## src/pwm_timer_consts.svh

```systemverilog
`ifndef PWM_TIMER_CONSTS_SVH
`define PWM_TIMER_CONSTS_SVH

// register byte addresses
`define ADDR_START_CTRL   16'hf030
`define ADDR_SYNC_SEL     16'hf031
`define ADDR_CH1_CTRL     16'hf040
`define ADDR_CH1_MODE     16'hf041
`define ADDR_CH1_IO       16'hf042
`define ADDR_CH1_COUNT    16'hf046
`define ADDR_CH1_DUTY     16'hf048
`define ADDR_CH1_PERIOD   16'hf04a
`define ADDR_CH2_CTRL     16'hf050
`define ADDR_CH2_IO       16'hf052
`define ADDR_CH2_COUNT    16'hf056
`define ADDR_CH2_DUTY     16'hf058
`define ADDR_CH2_PERIOD   16'hf05a

// field positions
`define BIT_RUN_CH1       1
`define BIT_RUN_CH2       2
`define BIT_LOCK_CH1      1
`define BIT_LOCK_CH2      2
`define CLR_SRC_HI        6
`define CLR_SRC_LO        5
`define EDGE_HI           4
`define EDGE_LO           3
`define PSC_HI            2
`define PSC_LO            0
`define MODE_HI           1
`define MODE_LO           0
`define IOB_HI            7
`define IOB_LO            4
`define IOA_HI            3
`define IOA_LO            0

// field codes
`define CLR_NONE          2'h0
`define CLR_ON_A          2'h1
`define CLR_ON_B          2'h2
`define CLR_ON_SYNC       2'h3
`define EDGE_RISING       2'h0
`define PSC_DIV1          3'h0
`define PSC_DIV4          3'h1
`define PSC_DIV16         3'h2
`define PSC_DIV64         3'h3
`define MODE_NORMAL       2'h0
`define MODE_PWM1         2'h2

// reset values
`define RST_CTRL8         8'h00
`define RST_COUNT         16'h0000
`define RST_COMPARE       16'hffff

// prescaler ratios
`define DIV4_COUNT        4
`define DIV16_COUNT       16
`define DIV64_COUNT       64

`endif

```

## src/pwm_timer_pkg.sv

```systemverilog
package pwm_timer_pkg;
	typedef logic [15:0] count_t;
	typedef logic [7:0]  reg8_t;
	typedef enum logic [2:0] {
		PIN_INIT  = 3'h1,
		PIN_RUN   = 3'h2,
		PIN_IDLE  = 3'h4
	} pin_state_t;
endpackage

```

## src/compare_pin.sv

```systemverilog
`timescale 1ns/1ps
`include "pwm_timer_consts.svh"

// one compare output pin; matches arrive as one-cycle pulses
module compare_pin
	import pwm_timer_pkg::*;
(
	// clock and reset
	input  wire logic       clk_in,
	input  wire logic       reset_in,
	// configuration
	input  wire logic       pwm_mode_in,
	input  wire logic [3:0] io_a_in,
	input  wire logic [3:0] io_b_in,
	input  wire logic       use_a_field_in,
	input  wire logic       cfg_write_in,
	// match events
	input  wire logic       match_a_in,
	input  wire logic       match_b_in,
	// pin
	output logic            pin_out
);
	pin_state_t state_q;

	// level driven on match: codes 1/2/3 = low/high/toggle, 0 = pin keeps its level
	function automatic logic next_level(input logic [3:0] io, input logic cur);
		case (io[1:0])
			2'h1:    next_level = 1'b0;
			2'h2:    next_level = 1'b1;
			2'h3:    next_level = ~cur;
			default: next_level = cur;
		endcase
	endfunction

	// initial level lives in bit 2 of the field: clear gives 0, set gives 1
	function automatic logic init_level(input logic [3:0] io);
		init_level = io[2] | (io[1:0] == 2'h2 ? 1'b0 : 1'b0);
	endfunction

	// a config write reloads the initial level, then the pin follows matches
	always_ff @(posedge clk_in or posedge reset_in) begin
		if (reset_in) begin
			state_q <= PIN_IDLE;
			pin_out <= 1'b0;
		end else begin
			case (state_q)
				PIN_IDLE, PIN_RUN: begin
					if (cfg_write_in) begin
						state_q <= PIN_INIT;
					end else if (pwm_mode_in) begin
						state_q <= PIN_RUN;
						if (match_b_in)
							pin_out <= next_level(io_b_in, pin_out);
						else if (match_a_in)
							pin_out <= next_level(io_a_in, pin_out);
					end else if (match_a_in && use_a_field_in) begin
						state_q <= PIN_RUN;
						pin_out <= next_level(io_a_in, pin_out);
					end else if (match_b_in && !use_a_field_in) begin
						state_q <= PIN_RUN;
						pin_out <= next_level(io_b_in, pin_out);
					end
				end
				PIN_INIT: begin
					state_q <= PIN_RUN;
					pin_out <= use_a_field_in ? init_level(io_a_in) : init_level(io_b_in);
				end
				default: state_q <= PIN_IDLE;
			endcase
		end
	end
endmodule

```

## src/prescale_divider.sv

```systemverilog
`timescale 1ns/1ps
`include "pwm_timer_consts.svh"

// free-running divider giving one-cycle tick pulses at /1, /4, /16, /64
module prescale_divider
	import pwm_timer_pkg::*;
#(
	parameter int DIV_WIDTH = 6
) (
	// clock and reset
	input  wire logic clk_in,
	input  wire logic reset_in,
	// tick outputs
	output logic      tick_div1_out,
	output logic      tick_div4_out,
	output logic      tick_div16_out,
	output logic      tick_div64_out
);
	logic [DIV_WIDTH-1:0] div_q;

	initial begin
		if (DIV_WIDTH < 6)
			$error("divider too narrow for the /64 tap");
	end

	// one shared counter keeps all taps phase aligned between channels
	always_ff @(posedge clk_in or posedge reset_in) begin
		if (reset_in)
			div_q <= '0;
		else
			div_q <= div_q + 1'b1;
	end

	// taps pulse when the low bits wrap
	always_ff @(posedge clk_in or posedge reset_in) begin
		if (reset_in) begin
			tick_div1_out  <= 1'b0;
			tick_div4_out  <= 1'b0;
			tick_div16_out <= 1'b0;
			tick_div64_out <= 1'b0;
		end else begin
			tick_div1_out  <= 1'b1;
			tick_div4_out  <= (div_q[1:0] == 2'h3);
			tick_div16_out <= (div_q[3:0] == 4'hf);
			tick_div64_out <= (div_q[5:0] == 6'h3f);
		end
	end
endmodule

```

## src/synced_two_channel_pwm_timer.sv

```systemverilog
// Implementation choice: strobed register access.
`timescale 1ns/1ps
`include "pwm_timer_consts.svh"

module synced_two_channel_pwm_timer
	import pwm_timer_pkg::*;
#(
	parameter int ADDR_WIDTH = 16,
	parameter int DATA_WIDTH = 16
) (
	// clock and reset
	input  wire logic                  clk_in,
	input  wire logic                  reset_in,
	// register port
	input  wire logic [ADDR_WIDTH-1:0] addr_in,
	input  wire logic [DATA_WIDTH-1:0] wdata_in,
	input  wire logic                  write_in,
	input  wire logic                  read_in,
	output logic      [DATA_WIDTH-1:0] rdata_out,
	// compare pins
	output logic                       ch1_pwm_pin_out,
	output logic                       ch1_aux_compare_pin_out,
	output logic                       ch2_pwm_pin_out
);
	initial begin
		if (ADDR_WIDTH != 16 || DATA_WIDTH != 16)
			$error("register port must be 16-bit address and 16-bit data");
	end

	// control registers
	// channel 2 mode and io stay byte wide like their channel 1 twins
	reg8_t  start_q;
	reg8_t  sync_q;
	reg8_t  ch1_ctrl_q;
	reg8_t  ch1_mode_q;
	reg8_t  ch1_io_q;
	reg8_t  ch2_ctrl_q;
	reg8_t  ch2_mode_q;
	reg8_t  ch2_io_q;
	// counters and compares
	count_t ch1_count_q;
	count_t ch2_count_q;
	count_t ch1_duty_q;
	count_t ch1_period_q;
	count_t ch2_duty_q;
	count_t ch2_period_q;

	// prescaler ticks
	// ticks are registered one-cycle pulses from the shared divider
	logic tick1;
	logic tick4;
	logic tick16;
	logic tick64;

	// one divider serves both channels so their ticks never drift apart
	prescale_divider #(
		.DIV_WIDTH (6)
	) u_div (
		.clk_in         (clk_in),
		.reset_in       (reset_in),
		.tick_div1_out  (tick1),
		.tick_div4_out  (tick4),
		.tick_div16_out (tick16),
		.tick_div64_out (tick64)
	);

	// tick selection from a control register's prescaler field
	// codes above /64 select no tick and leave the counter still
	function automatic logic pick_tick(input reg8_t ctrl, input logic t1, input logic t4,
		input logic t16, input logic t64);
		case (ctrl[`PSC_HI:`PSC_LO])
			`PSC_DIV1:  pick_tick = t1;
			`PSC_DIV4:  pick_tick = t4;
			`PSC_DIV16: pick_tick = t16;
			`PSC_DIV64: pick_tick = t64;
			default:    pick_tick = 1'b0;
		endcase
	endfunction

	// address decode compares the whole byte address, so an odd address
	// aimed at the low byte of a 16-bit register is simply ignored: software
	// must move counters and compares as whole words
	// write decode
	function automatic logic hit(input logic [15:0] a, input logic [15:0] target);
		hit = (a == target);
	endfunction

	logic wr_start, wr_sync, wr_c1ctrl, wr_c1mode, wr_c1io, wr_c1cnt;
	logic wr_c1duty, wr_c1per, wr_c2ctrl, wr_c2io, wr_c2cnt, wr_c2duty, wr_c2per;
	assign wr_start  = write_in && hit(addr_in, `ADDR_START_CTRL);
	assign wr_sync   = write_in && hit(addr_in, `ADDR_SYNC_SEL);
	assign wr_c1ctrl = write_in && hit(addr_in, `ADDR_CH1_CTRL);
	assign wr_c1mode = write_in && hit(addr_in, `ADDR_CH1_MODE);
	assign wr_c1io   = write_in && hit(addr_in, `ADDR_CH1_IO);
	assign wr_c1cnt  = write_in && hit(addr_in, `ADDR_CH1_COUNT);
	assign wr_c1duty = write_in && hit(addr_in, `ADDR_CH1_DUTY);
	assign wr_c1per  = write_in && hit(addr_in, `ADDR_CH1_PERIOD);
	assign wr_c2ctrl = write_in && hit(addr_in, `ADDR_CH2_CTRL);
	assign wr_c2io   = write_in && hit(addr_in, `ADDR_CH2_IO);
	assign wr_c2cnt  = write_in && hit(addr_in, `ADDR_CH2_COUNT);
	assign wr_c2duty = write_in && hit(addr_in, `ADDR_CH2_DUTY);
	assign wr_c2per  = write_in && hit(addr_in, `ADDR_CH2_PERIOD);

	// status of each channel
	// run, lock and mode bits are read straight from their registers
	logic run1, run2, lock1, lock2, pwm1, pwm2;
	assign run1  = start_q[`BIT_RUN_CH1];
	assign run2  = start_q[`BIT_RUN_CH2];
	assign lock1 = sync_q[`BIT_LOCK_CH1];
	assign lock2 = sync_q[`BIT_LOCK_CH2];
	assign pwm1  = (ch1_mode_q[`MODE_HI:`MODE_LO] == `MODE_PWM1);
	assign pwm2  = (ch2_mode_q[`MODE_HI:`MODE_LO] == `MODE_PWM1);

	// count enables: only the rising-edge code counts on internal ticks
	// limitation: the falling and both-edge codes stop the counter, since the
	// internal tick has no second edge to offer
	logic step1, step2;
	assign step1 = run1 && (ch1_ctrl_q[`EDGE_HI:`EDGE_LO] == `EDGE_RISING)
		&& pick_tick(ch1_ctrl_q, tick1, tick4, tick16, tick64);
	assign step2 = run2 && (ch2_ctrl_q[`EDGE_HI:`EDGE_LO] == `EDGE_RISING)
		&& pick_tick(ch2_ctrl_q, tick1, tick4, tick16, tick64);

	// compare matches are qualified by the tick so each lasts one cycle
	// at /4, without the tick a match would stand for all four clocks of one count
	// and the toggle code would flip the pin four times
	logic m1a, m1b, m2a, m2b;
	assign m1a = step1 && (ch1_count_q == ch1_duty_q);
	assign m1b = step1 && (ch1_count_q == ch1_period_q);
	assign m2a = step2 && (ch2_count_q == ch2_duty_q);
	assign m2b = step2 && (ch2_count_q == ch2_period_q);

	// own clear per channel from its clear-source field
	function automatic logic own_clear(input reg8_t ctrl, input logic ma, input logic mb);
		case (ctrl[`CLR_SRC_HI:`CLR_SRC_LO])
			`CLR_ON_A: own_clear = ma;
			`CLR_ON_B: own_clear = mb;
			default:   own_clear = 1'b0;
		endcase
	endfunction

	logic clr1_own, clr2_own, clr1, clr2, both_locked;
	logic follow1, follow2;
	// sharing needs both lock bits; a single locked channel has no partner to follow
	assign both_locked = lock1 && lock2;
	assign clr1_own = own_clear(ch1_ctrl_q, m1a, m1b);
	assign clr2_own = own_clear(ch2_ctrl_q, m2a, m2b);
	// a channel follows its partner only when its own clear source asks for it
	assign follow1 = both_locked && (ch1_ctrl_q[`CLR_SRC_HI:`CLR_SRC_LO] == `CLR_ON_SYNC);
	assign follow2 = both_locked && (ch2_ctrl_q[`CLR_SRC_HI:`CLR_SRC_LO] == `CLR_ON_SYNC);
	// partner clear: a following channel also clears on its partner's own clear event; both
	// counters drop to zero on the same edge, so the two pins keep their phase
	assign clr1 = clr1_own || (follow1 && clr2_own);
	assign clr2 = clr2_own || (follow2 && clr1_own);

	// counter writes preset the partner too when both are locked
	// the partner takes the same data word, so both start from one value
	logic preset1, preset2;
	assign preset1 = wr_c1cnt || (both_locked && wr_c2cnt);
	assign preset2 = wr_c2cnt || (both_locked && wr_c1cnt);

	// start register: a cleared run bit stops the counter's ticks; a preset or a partner clear can still move it
	always_ff @(posedge clk_in or posedge reset_in) begin
		if (reset_in)
			start_q <= `RST_CTRL8;
		else if (wr_start)
			start_q <= wdata_in[7:0];
	end

	// sync register
	always_ff @(posedge clk_in or posedge reset_in) begin
		if (reset_in)
			sync_q <= `RST_CTRL8;
		else if (wr_sync)
			sync_q <= wdata_in[7:0];
	end

	// channel 1 configuration registers
	always_ff @(posedge clk_in or posedge reset_in) begin
		if (reset_in) begin
			ch1_ctrl_q <= `RST_CTRL8;
			ch1_mode_q <= `RST_CTRL8;
			ch1_io_q   <= `RST_CTRL8;
		end else begin
			if (wr_c1ctrl)
				ch1_ctrl_q <= wdata_in[7:0];
			if (wr_c1mode)
				ch1_mode_q <= wdata_in[7:0];
			if (wr_c1io)
				ch1_io_q <= wdata_in[7:0];
		end
	end

	// channel 2 configuration; its mode byte rides in the upper half of the control word
	always_ff @(posedge clk_in or posedge reset_in) begin
		if (reset_in) begin
			ch2_ctrl_q <= `RST_CTRL8;
			ch2_mode_q <= `RST_CTRL8;
			ch2_io_q   <= `RST_CTRL8;
		end else begin
			if (wr_c2ctrl) begin
				ch2_ctrl_q <= wdata_in[7:0];
				ch2_mode_q <= wdata_in[15:8];
			end
			if (wr_c2io)
				ch2_io_q <= wdata_in[7:0];
		end
	end

	// channel 1 compares, whole-word writes only; all ones puts the match on the last count before the counter wraps
	always_ff @(posedge clk_in or posedge reset_in) begin
		if (reset_in) begin
			ch1_duty_q   <= `RST_COMPARE;
			ch1_period_q <= `RST_COMPARE;
		end else begin
			if (wr_c1duty)
				ch1_duty_q <= wdata_in;
			if (wr_c1per)
				ch1_period_q <= wdata_in;
		end
	end

	// channel 2 compares
	always_ff @(posedge clk_in or posedge reset_in) begin
		if (reset_in) begin
			ch2_duty_q   <= `RST_COMPARE;
			ch2_period_q <= `RST_COMPARE;
		end else begin
			if (wr_c2duty)
				ch2_duty_q <= wdata_in;
			if (wr_c2per)
				ch2_period_q <= wdata_in;
		end
	end

	// counter 1: preset beats clear beats count; a stopped counter holds unless preset or cleared with its partner
	// a preset that lands on the period value is not a match until the next
	// tick, so software may load the counter anywhere inside the cycle
	always_ff @(posedge clk_in or posedge reset_in) begin
		if (reset_in)
			ch1_count_q <= `RST_COUNT;
		else if (preset1)
			ch1_count_q <= wdata_in;
		else if (clr1)
			ch1_count_q <= `RST_COUNT;
		else if (step1)
			ch1_count_q <= ch1_count_q + 16'h0001;
	end

	// counter 2: same priorities; when locked it also takes the word written
	// to counter 1
	always_ff @(posedge clk_in or posedge reset_in) begin
		if (reset_in)
			ch2_count_q <= `RST_COUNT;
		else if (preset2)
			ch2_count_q <= wdata_in;
		else if (clr2)
			ch2_count_q <= `RST_COUNT;
		else if (step2)
			ch2_count_q <= ch2_count_q + 16'h0001;
	end

	// read data stands one cycle after the strobe; unmapped reads give zero
	// the bus is driven to zero between answers so a master that samples late
	// sees an obvious blank rather than a stale register value
	always_ff @(posedge clk_in or posedge reset_in) begin
		if (reset_in) begin
			rdata_out <= '0;
		end else if (read_in) begin
			case (addr_in)
				`ADDR_START_CTRL: rdata_out <= {8'h00, start_q};
				`ADDR_SYNC_SEL:   rdata_out <= {8'h00, sync_q};
				`ADDR_CH1_CTRL:   rdata_out <= {8'h00, ch1_ctrl_q};
				`ADDR_CH1_MODE:   rdata_out <= {8'h00, ch1_mode_q};
				`ADDR_CH1_IO:     rdata_out <= {8'h00, ch1_io_q};
				`ADDR_CH1_COUNT:  rdata_out <= ch1_count_q;
				`ADDR_CH1_DUTY:   rdata_out <= ch1_duty_q;
				`ADDR_CH1_PERIOD: rdata_out <= ch1_period_q;
				`ADDR_CH2_CTRL:   rdata_out <= {ch2_mode_q, ch2_ctrl_q};
				`ADDR_CH2_IO:     rdata_out <= {8'h00, ch2_io_q};
				`ADDR_CH2_COUNT:  rdata_out <= ch2_count_q;
				`ADDR_CH2_DUTY:   rdata_out <= ch2_duty_q;
				`ADDR_CH2_PERIOD: rdata_out <= ch2_period_q;
				default:          rdata_out <= '0;
			endcase
		end else begin
			rdata_out <= '0;
		end
	end

	// pin logic; io writes reload the initial levels
	// the initial level is taken from bit 2 of each io field, the matched level
	// from its low two bits, so one field sets both start and match behaviour
	compare_pin u_pin_a1 (
		.clk_in         (clk_in),
		.reset_in       (reset_in),
		.pwm_mode_in    (pwm1),
		.io_a_in        (ch1_io_q[`IOA_HI:`IOA_LO]),
		.io_b_in        (ch1_io_q[`IOB_HI:`IOB_LO]),
		.use_a_field_in (1'b1),
		.cfg_write_in   (wr_c1io),
		.match_a_in     (m1a),
		.match_b_in     (m1b),
		.pin_out        (ch1_pwm_pin_out)
	);

	// b pin only follows its own field, and never acts in pwm mode
	compare_pin u_pin_b1 (
		.clk_in         (clk_in),
		.reset_in       (reset_in),
		.pwm_mode_in    (1'b0),
		.io_a_in        (ch1_io_q[`IOA_HI:`IOA_LO]),
		.io_b_in        (ch1_io_q[`IOB_HI:`IOB_LO]),
		.use_a_field_in (1'b0),
		.cfg_write_in   (wr_c1io),
		.match_a_in     (1'b0),
		.match_b_in     (m1b && !pwm1),
		.pin_out        (ch1_aux_compare_pin_out)
	);

	compare_pin u_pin_a2 (
		.clk_in         (clk_in),
		.reset_in       (reset_in),
		.pwm_mode_in    (pwm2),
		.io_a_in        (ch2_io_q[`IOA_HI:`IOA_LO]),
		.io_b_in        (ch2_io_q[`IOB_HI:`IOB_LO]),
		.use_a_field_in (1'b1),
		.cfg_write_in   (wr_c2io),
		.match_a_in     (m2a),
		.match_b_in     (m2b),
		.pin_out        (ch2_pwm_pin_out)
	);
endmodule

```

## config.mk

```make
export PLATFORM = sky130hd
export DESIGN_NAME = synced_two_channel_pwm_timer
export DESIGN_NICKNAME = d
export VERILOG_FILES = /design/src/pwm_timer_pkg.sv /design/src/compare_pin.sv /design/src/prescale_divider.sv /design/src/synced_two_channel_pwm_timer.sv
export VERILOG_INCLUDE_DIRS = /design/src
export SDC_FILE = /design/constraint.sdc
export NUM_CORES = 1
export LEC_CHECK = 0
export ABC_AREA = 1
export BUFFER_PORTS_ARGS = -buffer_cell sky130_fd_sc_hd__buf_2
export CORE_AREA = 3 3 149 151
export DETAILED_ROUTE_END_ITERATION = 8
export DIE_AREA = 0 0 152 154
export GPL_TIMING_DRIVEN = 1
export PLACE_DENSITY_LB_ADDON = 0.3
export SLEW_MARGIN = 20
export SYNTH_ARGS = -nofsm -noshare
export SYNTH_HDL_FRONTEND = slang
export SYNTH_SLANG_ARGS = --single-unit
```

## constraint.sdc

```tcl
create_clock -name clk_in -period 6.18 [get_ports clk_in]
set_clock_uncertainty 0.05 [all_clocks]
set_input_delay 0.927 -clock clk_in [delete_from_list [all_inputs] [get_ports clk_in]]
set_output_delay 0.927 -clock clk_in [all_outputs]
set_load 0.05 [all_outputs]
```

==> impl_metrics.tcl <==
set metrics [dict create \
    route.detailed.vias_per_inst 5.78 \
    async_reset_ff_frac 1.00 \
    clk_transition_reported_paths_ns 0.08 \
    unrepaired_setup_endpoints_after_global_routing "false" \
    number_of_setup_violations_in_the_final_report 0 \
    critical_path_type "in -> reg" \
    ant_nets 0 \
    start_kind "primary input" \
    path_cells "buf_2, nor2_1, nand2_1, nor2_4, nand3_2, nor2_1, nand2_1, o21ai_0" \
    design.die.area_sq_um 23400 \
    groute.usage.overall 0.304 \
    finalMaxSlewViolations 0 \
    fillers 1944 \
    synth-seq-cells 198 \
    final.hold.worst_slack_ns 0.403 \
    mappedNetlistArea_sq_um 11600 \
    synth.top_cells.by_area "sky130_fd_sc_hd__dfrtp_1 (28%), sky130_fd_sc_hd__nand2_1 (19%), sky130_fd_sc_hd__dfstp_2 (15%), sky130_fd_sc_hd__o21ai_0 (7.1%), sky130_fd_sc_hd__nor2_1 (5.3%)" \
    synth_top_area_frac 0.282 \
    nNetsFinal 1706 \
    fp.coreArea_sq_um 21000 \
    total_number_of_vias 11300 \
    io-pin-count 55 \
    latest_clock_arrival_within_the_worst_skew_pair_ns 0.44 \
    synth.yosys.warnings 0 \
    multi_input_area_sq_um 5700 \
    postSynthAreaPerCell_sq_um 7.08 \
    sequential_cell_area_sq_um 5040 \
    drt_pass1_iterations 6 \
    grt.overflow.total 0 \
    htree_levels 4 \
    ys_seq_area_frac 0.433 \
    finalCriticalPeriod_ns 3.48 \
    initial_utilization 0.555 \
    gp_congestion 1.01 \
    fin_tns_setup_ns 0 \
    number_of_global_route_vias_before_repair 10400 \
    power_leakage_nw 6.11 \
    routed_wl_um 35500 \
    number_of_antenna_violations_at_the_first_check_in_global_routing 0 \
    worst-path-max-fanout 32 \
    worst_slew_pin_slew_ns 1.07 \
    synth-main-ff-cell "sky130_fd_sc_hd__dfrtp_1" \
    drive_gt1_frac 0.126 \
    max_freq_ghz 0.287 \
    hold_buffers 0 \
    hold_viol_final 0 \
    postSynthNetCount 1689 \
    crit_path_end_kind "register" \
    numCtsBuffers 17 \
    power.density_cell_area_nw_per_um2 213 \
    grt_max_degree 68 \
    post_detail_place_hpwl_um 25500 \
    cp.arrival_ns 3.77 \
    netlist-cell-type-count 45 \
    die_height_um 154 \
    cts_tree "yes" \
    synth_area_leader_cell "sky130_fd_sc_hd__dfrtp_1" \
    ir_drop_v 0.000201 \
    routedWlPerCell_um 18.2 \
    timing.critical_path.required_ns 6.47 \
    area_growth_syn_to_layout_pct 8.17 \
    outcome "complete, no violations" \
    cts-root-buf "sky130_fd_sc_hd__clkbuf_16" \
    grt_pass1_wl_um 56900 \
    synth-edff-count 0 \
    dr.first_iter.drc_count 1329 \
    overall_power_after_layout_mw 2.69 \
    cts-resized-gates 0 \
    route.detailed.drc 0 \
    drv.max_cap_violation_count 0 \
    maxSlewHeadroom 0.289 \
    floorplan.rows 53 \
    layout_worst_path_cycle_share 0.564 \
    antenna-diode-count 0 \
    cpPeakStageDelay_ns 0.80 \
    cts_setup_buffers 0 \
    place.port_buffers 54 \
    clockBufferDepth 2 \
    hp-class "reg -> reg" \
    cts_sinks 198 \
    cp_slowest_cell "sky130_fd_sc_hd__nand2_1" \
    post_synth_inst_count 1644 \
    die_w_um 152 \
]
[cells in the mapped netlist, types with 23 or more instances]
cell type                  instances
sky130_fd_sc_hd__nand2_1         588
sky130_fd_sc_hd__nor2_1          164
sky130_fd_sc_hd__o21ai_0         164
sky130_fd_sc_hd__inv_1           149
sky130_fd_sc_hd__dfrtp_1         131
sky130_fd_sc_hd__dfstp_2          67
sky130_fd_sc_hd__nand3_1          65
sky130_fd_sc_hd__nand4_1          57
sky130_fd_sc_hd__clkbuf_1         30
sky130_fd_sc_hd__nor3_1           27
sky130_fd_sc_hd__a21oi_1          26
sky130_fd_sc_hd__xor2_1           25
sky130_fd_sc_hd__buf_2            23
[sequential cells by signal, summed over array words and instances (netlist names), 16 cells and up]
name / count
rdata_out: 16
ch1_period_q: 16
ch2_count_q: 16
ch2_duty_q: 16
ch1_count_q: 16
ch2_period_q: 16
ch1_duty_q: 16
[where the power goes]
part	internal (mW)	switching (mW)	total, mW
Clock	0.615	0.540	1.15
Sequential	1.33	0.0124	1.34
Combinational	0.0544	0.140	0.195
Total	2.00	0.692	2.69
[worst max-delay path, delay by kind of cell]
family                 cells  cell delay, ns
and+or+nand+nor            6            2.26
AOI/OAI and AO/OA          1            0.47
buffers and inverters      1            0.11
[layout by cell type, fill, tap and decap left out, types with 4 or more instances in the layout]
master and n:
sky130_fd_sc_hd__nand3_1 65, sky130_fd_sc_hd__nor2_4 4, sky130_fd_sc_hd__o21ai_0 164, sky130_fd_sc_hd__nand4_1 57, sky130_fd_sc_hd__inv_6 4, sky130_fd_sc_hd__a21oi_1 26
sky130_fd_sc_hd__xor2_1 25, sky130_fd_sc_hd__dfrtp_1 131, sky130_fd_sc_hd__o21ai_1 5, sky130_fd_sc_hd__a22oi_1 21, sky130_fd_sc_hd__ha_1 9, sky130_fd_sc_hd__o221ai_1 4
sky130_fd_sc_hd__buf_2 54, sky130_fd_sc_hd__nand2_1 588, sky130_fd_sc_hd__inv_2 14, sky130_fd_sc_hd__nor2_2 14, sky130_fd_sc_hd__dfstp_2 67, sky130_fd_sc_hd__inv_1 148
sky130_fd_sc_hd__nand2_2 4, sky130_fd_sc_hd__clkbuf_16 17, sky130_fd_sc_hd__buf_4 4, sky130_fd_sc_hd__o22ai_1 8, sky130_fd_sc_hd__nor3_1 27, sky130_fd_sc_hd__nor2_1 164
[metal layers]
metal,wire length (um),track usage,vias to the layer above
met4,1010,0.0950,0
met2,15700,0.454,556
met5,0,0,-
met3,4180,0.0858,71
met1,14600,0.434,5315
li1,-,-,5323
[cell type report]
| cell class | count | area share |
|---|---|---|
| Multi-Input combinational cell | 1223 | 0.453 |
| Timing Repair Buffer | 58 | 0.0239 |
| Sequential cell | 198 | 0.400 |
| Tap cell | 275 | 0.0273 |
| Clock inverter | 13 | 0.0114 |
| Inverter | 163 | 0.0489 |
| Clock buffer | 19 | 0.0352 |
[worst paths after layout]
kind | cells past startpoint | slack [ns] | from | end
setup reg to reg | 12 | 3.44 | ch2_count_q[7] | ch1_count_q[5]
min in group asynchronous | 2 | 0.62 | reset_in | rdata_out[4]
hold / removal | 1 | 0.40 | u_div.div_q[0] | u_div.div_q[0]
max in group asynchronous | 3 | 4.10 | reset_in | ch1_ctrl_q[6]
setup / recovery | 8 | 2.70 | addr_in[9] | ch2_duty_q[15]
hold reg to reg | 1 | 0.40 | u_div.div_q[0] | u_div.div_q[0]
[stage by stage]
step | area [sq um] | cells | util | setup WS (ns)
after floorplan | 11600 | 1644 | - | 2.70
after detailed placement | 12000 | 1917 | 0.572 | 2.38
after global placement | 12000 | 1917 | 0.572 | 2.49
after global routing | 12600 | 1949 | 0.601 | 2.35
final | 12600 | 1949 | 0.601 | 2.70
after CTS | 12600 | 1949 | 0.600 | 2.78
[cells by family (layout without fill, tap and decap cells)]
| family | Yosys count | in the layout | synth area share |
|---|---|---|---|
| AND/OR/NAND/NOR | 945 | 945 | 0.345 |
| AO/OA/AOI/OAI | 241 | 241 | 0.114 |
| buffers and inverters | 223 | 253 | 0.0776 |
| flip-flops | 198 | 198 | 0.433 |
| XOR/XNOR | 27 | 27 | 0.0203 |
| adder cells (fa/ha/maj) | 9 | 9 | 0.00968 |
| other | 1 | 1 | 0.000322 |
(Power assumes the default switching activity.)
